--- src/pkg/lcdc_pkg.sv ---
// Constants shared by the LCD duty and pin configuration block
`default_nettype none
package lcdc_pkg;
  // Register bus
  localparam int unsigned ADR_W = 4;
  localparam logic [3:0] OFS_PIN_CTRL = 4'h0;
  localparam logic [3:0] OFS_SHOW_MEMORY_CONTENTS_CTRL = 4'h4;
  localparam logic [3:0] OFS_STATUS = 4'h8;
  // Reset values
  localparam logic [7:0] PIN_CTRL_RST = 8'h00;
  localparam logic [7:0] SHOW_MEMORY_CONTENTS_CTRL_RST = 8'h80;
  // Pin-function control fields
  localparam int unsigned DUTY_HI_POS = 7;
  localparam int unsigned DUTY_LO_POS = 6;
  localparam int unsigned CPAR_POS = 5;
  localparam int unsigned EXP_POS = 4;
  localparam int unsigned SGS_MSB = 3;
  // Display control fields
  localparam int unsigned FIXED_ONE_POS = 7;
  localparam int unsigned PSW_POS = 6;
  localparam int unsigned ACT_POS = 5;
  localparam int unsigned SHOW_POS = 4;
  localparam int unsigned CKS_MSB = 3;
  // Duty encodings
  typedef enum logic [1:0] {
    LCDC_DUTY_STATIC  = 2'h0,
    LCDC_DUTY_HALF    = 2'h1,
    LCDC_DUTY_THIRD   = 2'h2,
    LCDC_DUTY_QUARTER = 2'h3
  } lcdc_duty_t;
  // Common source codes packed {com4,com3,com2,com1}
  localparam logic [7:0] COM_SRC_IDENT = 8'hE4;
  localparam logic [7:0] COM_SRC_STATIC = 8'h00;
  localparam logic [7:0] COM_SRC_HALF = 8'hA0;
  // System clock prescaler
  localparam int unsigned SYS_CNT_W = 8;
  localparam logic [7:0] SYS_MASK_ALL = 8'hFF;
endpackage
`default_nettype wire

--- src/pkg/lcdc_cfg_if.sv ---
// Carrier between the control core and the two pin mapping modules
`timescale 1ns/1ps
`default_nettype none
interface lcdc_cfg_if;
  logic [7:0] pin_ctrl;
  logic [3:0] com_used;
  logic [7:0] com_src;
  logic [4:0] seg_group_on;
  logic       exp_pins_on;
  logic       top_pins_port;
  logic       forbidden;
  modport ctrl (output pin_ctrl, input com_used, com_src, seg_group_on,
                input exp_pins_on, top_pins_port, forbidden);
  modport com (input pin_ctrl, output com_used, com_src);
  modport seg (input pin_ctrl, output seg_group_on, exp_pins_on,
               output top_pins_port, forbidden);
endinterface
`default_nettype wire

--- src/rtl/lcdc_com_map.sv ---
// Common output usage and mirroring by duty
`timescale 1ns/1ps
`default_nettype none
module lcdc_com_map (
  // Configuration carrier
  lcdc_cfg_if.com cfg
);
  logic [1:0] duty;
  logic       cpar;

  assign duty = cfg.pin_ctrl[lcdc_pkg::DUTY_HI_POS:lcdc_pkg::DUTY_LO_POS];
  assign cpar = cfg.pin_ctrl[lcdc_pkg::CPAR_POS];

  always_comb begin
    cfg.com_src = lcdc_pkg::COM_SRC_IDENT;
    case (lcdc_pkg::lcdc_duty_t'(duty))
      lcdc_pkg::LCDC_DUTY_STATIC: begin
        // All four carry common one when mirrored
        cfg.com_used = cpar ? 4'hF : 4'h1;
        cfg.com_src = lcdc_pkg::COM_SRC_STATIC;
      end
      lcdc_pkg::LCDC_DUTY_HALF: begin
        cfg.com_used = cpar ? 4'hF : 4'h3;
        if (cpar) begin
          cfg.com_src = lcdc_pkg::COM_SRC_HALF;
        end
      end
      // Mirroring has no spare partner at 1/3, fourth stays idle
      lcdc_pkg::LCDC_DUTY_THIRD: cfg.com_used = 4'h7;
      lcdc_pkg::LCDC_DUTY_QUARTER: cfg.com_used = 4'hF;
      default: cfg.com_used = 4'h1;
    endcase
  end
endmodule
`default_nettype wire

--- src/rtl/lcdc_seg_map.sv ---
// Segment pin group function and expansion pin selection
`timescale 1ns/1ps
`default_nettype none
module lcdc_seg_map (
  // Configuration carrier
  lcdc_cfg_if.seg cfg
);
  logic [3:0] sgs;
  logic       exp;
  logic [2:0] level;

  assign sgs = cfg.pin_ctrl[lcdc_pkg::SGS_MSB:0];
  assign exp = cfg.pin_ctrl[lcdc_pkg::EXP_POS];

  // Number of groups driven as segments, counted from the top
  always_comb begin
    if (exp) begin
      level = 3'h0;
    end else if (sgs[3]) begin
      level = 3'h5;
    end else if (sgs[2:1] != 2'h0) begin
      level = 3'(sgs[2:1]) + 3'h1;
    end else begin
      level = 3'(sgs[0]);
    end
  end

  genvar g;
  generate
    for (g = 0; g < 5; g++) begin : gen_group
      assign cfg.seg_group_on[g] = (level >= 3'(5 - g));
    end
  endgenerate

  // Forbidden combination turns off every segment group and the expansion pins, and also holds top_pins_port low
  assign cfg.forbidden = exp && (sgs != 4'h0);
  assign cfg.exp_pins_on = exp && (sgs == 4'h0);
  assign cfg.top_pins_port = !exp && (sgs == 4'h0);
endmodule
`default_nettype wire

--- src/rtl/lcdc_top.sv ---
// LCD duty and pin configuration registers with frame clock select
//
// Chosen here: the register offsets and the Wishbone register port.
`timescale 1ns/1ps
`default_nettype none
module lcdc_top (
  // Clock and reset
  input  wire logic        core_clk,
  input  wire logic        rstn,
  // Wishbone slave
  input  wire logic        wb_cyc_i,
  input  wire logic        wb_stb_i,
  input  wire logic        wb_we_i,
  input  wire logic [3:0]  wb_adr_i,
  input  wire logic [3:0]  wb_sel_i,
  input  wire logic [31:0] wb_dat_i,
  output logic      [31:0] wb_dat_o,
  output logic             wb_ack_o,
  // Subclock tick, one cycle per subclock period
  input  wire logic        sub_tick,
  // Common drive selection
  output logic      [1:0]  duty_sel,
  output logic      [3:0]  com_used,
  output logic      [7:0]  com_src,
  // Segment pin functions
  output logic      [4:0]  seg_group_on,
  output logic             exp_pins_on,
  output logic             top_pins_port,
  output logic             cfg_forbidden,
  // Display control
  output logic             ctrl_run,
  output logic             drive_power_on,
  output logic             show_memory_contents,
  output logic             frame_from_subclock,
  output logic             frame_tick
);
  lcdc_cfg_if cfg ();

  logic [7:0]  pin_ctrl;
  logic [6:0]  show_memory_contents_ctrl;
  logic [7:0]  next_pin_ctrl;
  logic [6:0]  next_show_memory_contents_ctrl;
  logic        next_ack;
  logic [31:0] next_dat;
  logic        req;
  logic [7:0]  show_memory_contents_rd;

  logic [7:0]  sys_cnt;
  logic [1:0]  sub_cnt;
  logic [7:0]  next_sys_cnt;
  logic [1:0]  next_sub_cnt;
  logic [7:0]  sys_mask;
  logic [1:0]  sub_mask;
  logic        act;
  logic [3:0]  cks;

  logic [1:0]  next_duty_sel;
  logic [3:0]  next_com_used;
  logic [7:0]  next_com_src;
  logic [4:0]  next_seg_group_on;
  logic        next_exp_pins_on;
  logic        next_top_pins_port;
  logic        next_forbidden;
  logic        next_run;
  logic        next_power;
  logic        next_show;
  logic        next_from_sub;
  logic        next_tick;

  assign cfg.pin_ctrl = pin_ctrl;

  lcdc_com_map u_com (
    .cfg (cfg)
  );

  lcdc_seg_map u_seg (
    .cfg (cfg)
  );

  // Bit 7 has no storage and always reads one
  assign show_memory_contents_rd = {1'b1, show_memory_contents_ctrl};
  assign req = wb_cyc_i && wb_stb_i && !wb_ack_o;
  assign act = show_memory_contents_ctrl[lcdc_pkg::ACT_POS];
  assign cks = show_memory_contents_ctrl[lcdc_pkg::CKS_MSB:0];

  // Register file and bus answer
  always_comb begin
    next_pin_ctrl = pin_ctrl;
    next_show_memory_contents_ctrl = show_memory_contents_ctrl;
    next_ack = req;
    next_dat = 32'h0000_0000;
    if (req) begin
      if (wb_we_i && wb_sel_i[0]) begin
        if (wb_adr_i == lcdc_pkg::OFS_PIN_CTRL) begin
          next_pin_ctrl = wb_dat_i[7:0];
        end else if (wb_adr_i == lcdc_pkg::OFS_SHOW_MEMORY_CONTENTS_CTRL) begin
          next_show_memory_contents_ctrl = wb_dat_i[6:0];
        end
      end
      if (!wb_we_i) begin
        case (wb_adr_i)
          lcdc_pkg::OFS_PIN_CTRL: next_dat = {24'h00_0000, pin_ctrl};
          lcdc_pkg::OFS_SHOW_MEMORY_CONTENTS_CTRL: next_dat = {24'h00_0000, show_memory_contents_rd};
          lcdc_pkg::OFS_STATUS: next_dat = {31'h0, cfg.forbidden};
          default: next_dat = 32'h0000_0000;
        endcase
      end
    end
  end

  always_ff @(posedge core_clk or negedge rstn) begin
    if (!rstn) begin
      pin_ctrl <= lcdc_pkg::PIN_CTRL_RST;
      show_memory_contents_ctrl <= lcdc_pkg::SHOW_MEMORY_CONTENTS_CTRL_RST[6:0];
      wb_ack_o <= 1'b0;
      wb_dat_o <= 32'h0000_0000;
    end else begin
      pin_ctrl <= next_pin_ctrl;
      show_memory_contents_ctrl <= next_show_memory_contents_ctrl;
      wb_ack_o <= next_ack;
      wb_dat_o <= next_dat;
    end
  end

  // Frame clock prescalers; both stop while the controller is halted
  always_comb begin
    sys_mask = lcdc_pkg::SYS_MASK_ALL >> (3'h7 - cks[2:0]);
    sub_mask = cks[1] ? 2'h3 : {1'b0, cks[0]};
    next_sys_cnt = act ? sys_cnt + 8'h01 : 8'h00;
    next_sub_cnt = sub_cnt;
    if (!act) begin
      next_sub_cnt = 2'h0;
    end else if (sub_tick) begin
      next_sub_cnt = sub_cnt + 2'h1;
    end
    next_from_sub = !cks[3];
    if (!act) begin
      next_tick = 1'b0;
    end else if (cks[3]) begin
      next_tick = (sys_cnt & sys_mask) == sys_mask;
    end else begin
      next_tick = sub_tick && ((sub_cnt & sub_mask) == sub_mask);
    end
    next_duty_sel = pin_ctrl[lcdc_pkg::DUTY_HI_POS:lcdc_pkg::DUTY_LO_POS];
    next_com_used = cfg.com_used;
    next_com_src = cfg.com_src;
    next_seg_group_on = cfg.seg_group_on;
    next_exp_pins_on = cfg.exp_pins_on;
    next_top_pins_port = cfg.top_pins_port;
    next_forbidden = cfg.forbidden;
    next_run = act;
    // Power needs both the switch and the activate bit
    next_power = act && show_memory_contents_ctrl[lcdc_pkg::PSW_POS];
    next_show = show_memory_contents_ctrl[lcdc_pkg::SHOW_POS];
  end

  always_ff @(posedge core_clk or negedge rstn) begin
    if (!rstn) begin
      sys_cnt <= 8'h00;
      sub_cnt <= 2'h0;
      duty_sel <= 2'h0;
      com_used <= 4'h1;
      com_src <= lcdc_pkg::COM_SRC_STATIC;
      seg_group_on <= 5'h00;
      exp_pins_on <= 1'b0;
      top_pins_port <= 1'b1;
      cfg_forbidden <= 1'b0;
      ctrl_run <= 1'b0;
      drive_power_on <= 1'b0;
      show_memory_contents <= 1'b0;
      frame_from_subclock <= 1'b1;
      frame_tick <= 1'b0;
    end else begin
      sys_cnt <= next_sys_cnt;
      sub_cnt <= next_sub_cnt;
      duty_sel <= next_duty_sel;
      com_used <= next_com_used;
      com_src <= next_com_src;
      seg_group_on <= next_seg_group_on;
      exp_pins_on <= next_exp_pins_on;
      top_pins_port <= next_top_pins_port;
      cfg_forbidden <= next_forbidden;
      ctrl_run <= next_run;
      drive_power_on <= next_power;
      show_memory_contents <= next_show;
      frame_from_subclock <= next_from_sub;
      frame_tick <= next_tick;
    end
  end
endmodule
`default_nettype wire

--- config.mk ---
export PLATFORM = sky130hd
export DESIGN_NAME = lcdc_top
export DESIGN_NICKNAME = d
export VERILOG_FILES = /design/src/pkg/lcdc_pkg.sv /design/src/pkg/lcdc_cfg_if.sv /design/src/rtl/lcdc_com_map.sv /design/src/rtl/lcdc_seg_map.sv /design/src/rtl/lcdc_top.sv
export SDC_FILE = /design/constraint.sdc
export NUM_CORES = 1
export LEC_CHECK = 0
export ABC_CLOCK_PERIOD_IN_PS = 1700
export BUFFER_PORTS_ARGS = -buffer_cell sky130_fd_sc_hd__buf_2
export CAP_MARGIN = 30
export CORE_ASPECT_RATIO = 1.75
export CORE_MARGIN = 8
export CORE_UTILIZATION = 40
export CTS_CLUSTER_SIZE = 25
export DETAILED_ROUTE_END_ITERATION = 10
export PLACE_DENSITY = 0.65
export SYNTH_ARGS = -nofsm -noshare
export SYNTH_HDL_FRONTEND = slang
export SYNTH_SLANG_ARGS = --single-unit
--- constraint.sdc ---
create_clock -name core_clk -period 1.7 [get_ports core_clk]
set_input_delay 0.17 -clock core_clk [delete_from_list [all_inputs] [get_ports core_clk]]
set_output_delay 0.17 -clock core_clk [all_outputs]
set_load 0.05 [all_outputs]
== Word level (Yosys, flattened, before mapping) ==
Index checks and enable logic that the tools add are counted.
Widths: inputs -> output; s select.
Storage, ports and cells
  bits in registers: 85
  bits of input ports: 46
  output and inout port bits: 60
  logic and storage cells: 74
Cells by class
  add/subtract/negate cells: 4
  order comparisons: 5
  equal/unequal tests: 8
  shift-type cells: 1
  muxes and demuxes: 17
  bitwise operators: 3
  reduce and logical (&&, ||, !) cells: 18
Operators by type and width (count)
  $mux 8: 3
  $pmux 8 s3: 1
  $pmux 4 s4: 1
  $pmux 8 s2: 1
  $mux 3: 3
  $add 8x1->8 const B: 1
  $and 8x8->8: 1
  $eq 8x8->1: 1
  $logic_and 1x1->1: 8
  $logic_not 4->1: 2
  $mux 4: 2
  $shr 8x3->8 const A: 1
  $mux 7: 1
  $ge 3x2->1 const B: 2
  $ge 3x3->1 const B: 2
  $mux 2: 3
  $eq 2x2->1 const B: 2
  $eq 4x3->1 const B: 1
  $eq 4x4->1 const B: 1
  $reduce_and 4->1: 1
  $reduce_bool 4->1: 1
  $add 2x1->3 const B: 1
  $ge 3x1->1 const B: 1
  $logic_not 1->1: 3
  other kinds (11): 12

== Logic depth before layout (Yosys ltp) ==
  depth in word-level cells: 6
  depth in mapped cells: 5
  mapped depth without buffers: 5

== Modules after synthesis ==
From an unflattened synthesis, not the netlist that was laid out.
Unflattened totals
  cells, all modules: 217
  area, all modules: 2607.5 um^2
By module, submodules not included
  lcdc_top: times used 1, cells each 180, area an instance 2371.0 um^2, sequential area each 1530.2 um^2
  lcdc_seg_map: times used 1, cells each 21, area an instance 136.4 um^2, sequential area each 0.0 um^2
  lcdc_com_map: times used 1, cells each 16, area an instance 100.1 um^2, sequential area each 0.0 um^2

== Worst setup path before layout ==
OpenSTA, ideal clock, no wires.
  kind: flip-flop to flip-flop
  start point: reg wb_ack_o
  end point: reg show_memory_contents_ctrl[0]
  library setup time: 125 ps
  arrival time: 1640 ps
  data required time: 1575 ps
  setup slack: -64 ps
  cell stages (with the launch flop): 6
  path buffers: 0
  period minus slack after synthesis: 1764 ps
  cells stage by stage: dfrtp_1 -> nand3b_1 -> inv_1 -> nand3_1 -> nor2_2 -> mux2_2
Between the ends
  longest elaborated chain between the ends: 3
RTL lines
  start, declared: line lcdc_top.sv:18  | output logic wb_ack_o,
  start signal, assigned: line lcdc_top.sv:120  | wb_ack_o <= next_ack;
  $logic_not 1->1: line lcdc_top.sv:82  | assign req = wb_cyc_i && wb_stb_i && !wb_ack_o;
  $logic_and 1x1->1: line lcdc_top.sv:82
  named net next_ack: line lcdc_top.sv:43  | logic next_ack;
  $reduce_and 4->1 (no source line)
  end signal, assigned: line lcdc_top.sv:114  | show_memory_contents_ctrl <= lcdc_pkg::SHOW_MEMORY_CONTENTS_CTRL_RST[6:0];
  end signal, assigned: line lcdc_top.sv:119  | show_memory_contents_ctrl <= next_show_memory_contents_ctrl;
  end, declared: line lcdc_top.sv:40  | logic [6:0] show_memory_contents_ctrl;
The timed path passes the listed nets, and every way through them passes these cells.
A chain may end at the register's enable or synchronous reset.

== Final worst setup path ==
  start point: reg wb_ack_o
  end point: reg pin_ctrl[2], in the netlist cfg.pin_ctrl[2]
Between the ends
  longest elaborated chain between the ends: 3
RTL lines
  $logic_not 1->1: line lcdc_top.sv:82
  $logic_and 1x1->1: line lcdc_top.sv:82
  named net next_ack: line lcdc_top.sv:43
  $reduce_and 3->1 (no source line)
  end signal, assigned: line lcdc_top.sv:113  | pin_ctrl <= lcdc_pkg::PIN_CTRL_RST;
  end signal, assigned: line lcdc_top.sv:118  | pin_ctrl <= next_pin_ctrl;
  end, declared: line lcdc_top.sv:39  | logic [7:0] pin_ctrl;
The timed path passes the listed nets, and every way through them passes these cells.

==> results.py <==
metrics = {
    "run_status": {
        "status": "complete, no violations",
    },
    "synthesis": {
        "synthTopCellsByCount": "dfrtp_1 (52), buf_4 (31), mux2_2 (15), nor2_1 (14), and2_1 (12)",
        "synth_flop_cell": "dfrtp_1",
        "postSynth.asyncResetShare_pct": 100,
        "synth.area.top_cells": "dfrtp_1 (54%), buf_4 (9.7%), mux2_2 (7.0%), and2_1 (3.1%), dfstp_2 (2.2%)",
        "syn_avg_cell_area_sq_um": 11.5,
        "ys_seq_area_share_pct": 56.4,
        "synth.most_common_cell": "dfrtp_1",
        "ys_warn_count": 0,
        "syn_inst": 208,
        "yosysTopAreaCell": "dfrtp_1",
        "syn-cell-area_sq_um": 2400,
        "ys_seq_elements": 54,
        "synth_cell_types": 36,
        "synth_top_area_share_pct": 54.2,
        "synth-edff-count": 0,
    },
    "global_route": {
        "gr-total-overflow": 0,
        "antenna_found_initial": 0,
        "grt_pass1_wl_mm": 7.36,
        "grt_pass1_vias": 1514,
        "grt_usage_pct": 10.7,
        "grt_max_degree": 44,
    },
    "critical_path": {
        "worst_ep_arrival_time_ns": 1.79,
        "r2r_cells": 5,
        "worst-r2r-setup-slack_ns": 0.11,
        "crit_start": "wb_ack_o",
        "timing.rr.end": "cfg.pin_ctrl[2]",
        "cp_data_required_time_ns": 1.89,
        "crit_type": "flip-flop to flip-flop",
        "end_kind": "flip-flop",
        "startpoint_type": "flip-flop",
        "timing.rr.start": "wb_ack_o",
        "critPathMaxFanout": 8,
    },
    "cts": {
        "clock-sinks": 54,
        "cts-buffers-inserted": 5,
        "cts_root_buf": "clkbuf_8",
        "clk_latency_ns": 0.31,
        "cts_tree": "built",
        "cts.clk_slew.worst_paths_ns": 0.09,
        "cts_htree_levels": 2,
        "clockBufferDepth": 2,
    },
    "pwr": {
        "powerDensity_nw_per_um2": 1050,
        "ir_drop_uv": 395,
        "p_leak_nw": 1.44,
    },
    "timing": {
        "finalSetupViolations": 0,
        "finalSetupTns_ns": 0,
        "finalClockSkew_ns": 0.00921,
        "whs_ns": 0.0473,
        "fin_crit_ns": 1.59,
        "timing.final.crit_share_pct": 93.8,
        "rsz0062_at_grt": "false",
        "max_freq_mhz": 627,
        "setup_slack_ns": 0.105,
        "hold_viol_final": 0,
        "finalMaxSlewViolations": 0,
    },
    "placement": {
        "place_ws_ns": 0.0290,
        "port_buffers": 49,
        "hpwl_mm": 3.55,
        "routabilityCongestion": 0.788,
    },
    "route": {
        "antenna_left": 0,
        "drtIter0Drc": 51,
        "first_pass_iters": 4,
        "num_vias": 1523,
        "wl_per_cell_microns": 13.4,
        "vias_per_cell": 4.47,
        "route.detailed.drc": 0,
        "routed_wl_mm": 4.56,
    },
    "hold_path": {
        "hold-path-endpoint": "wb_dat_o[7]",
        "min_from": "wb_we_i",
        "hold_depth": 2,
        "hp-class": "input pin to flip-flop",
    },
    "layout": {
        "drive_above_1_share_pct": 32.3,
        "fillers": 569,
        "area_growth_pct": 15.7,
        "antennaDiodeCount": 0,
        "final-seq-area_sq_um": 1360,
        "multiInputGateArea_sq_um": 886,
        "nets": 311,
    },
    "floorplanning": {
        "io_pins": 106,
        "die_area_sq_um": 8840,
        "die_h_microns": 119,
        "num_rows": 37,
        "chipWidth_microns": 74.6,
        "coreArea_sq_um": 5830,
        "initial_core_util_pct": 41.2,
    },
    "job": {
        "cap_violations": 0,
    },
}
[placed cells by master (no fill, tap or decap), drive strengths merged, types with 2 or more instances in the layout]
master  count
dfstp       2
xor2        2
a31oi       2
inv         9
buf        52
a21boi      2
mux2       15
conb       29
and3        2
xnor2       6
clkbuf      7
a211oi      2
nor2b       4
nand2       9
nor4        2
and2       12
dfrtp      52
a21oi       3
ha          3
nor3        3
nor2       16
o21ai       4
or2         2
a22oi       6
nand3       7
nand2b      2
[worst max path at each step]
stage | end | slack [ns] | depth (start not counted)
3_3_place_gp | cfg.pin_ctrl[2] | 0.09 | 5
4_1_cts | cfg.pin_ctrl[2] | 0.009 | 5
6_report | cfg.pin_ctrl[2] | 0.11 | 5
3_5_place_dp | cfg.pin_ctrl[2] | 0.03 | 5
2_1_floorplan | cfg.pin_ctrl[0] | 0.05 | 5
5_1_grt | cfg.pin_ctrl[4] | 0.01 | 5
[timing repair]
action / CTS / global route
setup buffers: 0 / 1
gates resized for setup: 0 / 2
endpoints found under the hold margin: 11 / 0
endpoints found under the setup margin: 0 / 15
hold buffers: 1 / 0
[kinds of logic after synthesis]
logic type	Yosys count	synth area share (%)
fa+ha+maj	3	1.56
xor+xnor	8	2.92
flops	54	56.4
simple gates	61	13.9
buf+inv	42	11.4
compound gates	22	6.15
other cells	2	0.313
mux	16	7.45
[critical path, stage by stage (launching register included)]
cell	delay, ns
dfrtp_2	0.41
nand3b_1	0.20
inv_2	0.08
nand3_2	0.13
nor2_4	0.28
mux2_2	0.37
[per-stage QoR]
step,cell area (sq um),total power [W],cells,util (%)
floorplan,2510,0.00197,235,-
global placement,2640,0.00206,331,45.3
detailed placement,2640,0.00207,331,45.3
CTS,2770,0.00294,340,47.4
global route,2780,0.00304,341,47.6
finish,2780,0.00291,341,47.6
[per-layer routing]
metal / up-vias / track usage, % / share of wire [%]
li1: 738 / - / -
met1: 728 / 10.6 / 35
met2: 50 / 19.2 / 54
met3: 7 / 3.22 / 9.5
met4: 0 / 5.19 / 2.0
met5: - / 0 / 0
[flip-flops by register name (all words and copies together) (netlist names)]
signal / count
top_pins_port: 1
frame_from_subclock: 1
duty_sel: 2
cfg.pin_ctrl: 8
frame_tick: 1
ctrl_run: 1
drive_power_on: 1
seg_group_on: 5
exp_pins_on: 1
sys_cnt: 8
wb_ack_o: 1
show_memory_contents: 1
show_memory_contents_ctrl: 7
wb_dat_o: 8
com_src: 2
cfg_forbidden: 1
sub_cnt: 2
com_used: 3
[power breakdown]
| group | total (W) | internal, W | leakage [nW] | switching, W |
|---|---|---|---|---|
| sequential | 0.00143 | 0.00137 | 0.733 | 0.0000595 |
| clock | 0.000876 | 0.000480 | 0.0585 | 0.000396 |
| combinational | 0.000606 | 0.000129 | 0.650 | 0.000477 |
[final cells by class]
class,instances,share of cell area [%]
Timing Repair Buffer,53,10.4
Sequential cell,54,48.8
Clock inverter,1,1.08
Inverter,9,1.22
Clock buffer,7,3.11
Multi-Input combinational cell,139,31.9
Tap cell,78,3.51
Note: power is estimated with default switching activity, not from simulation.
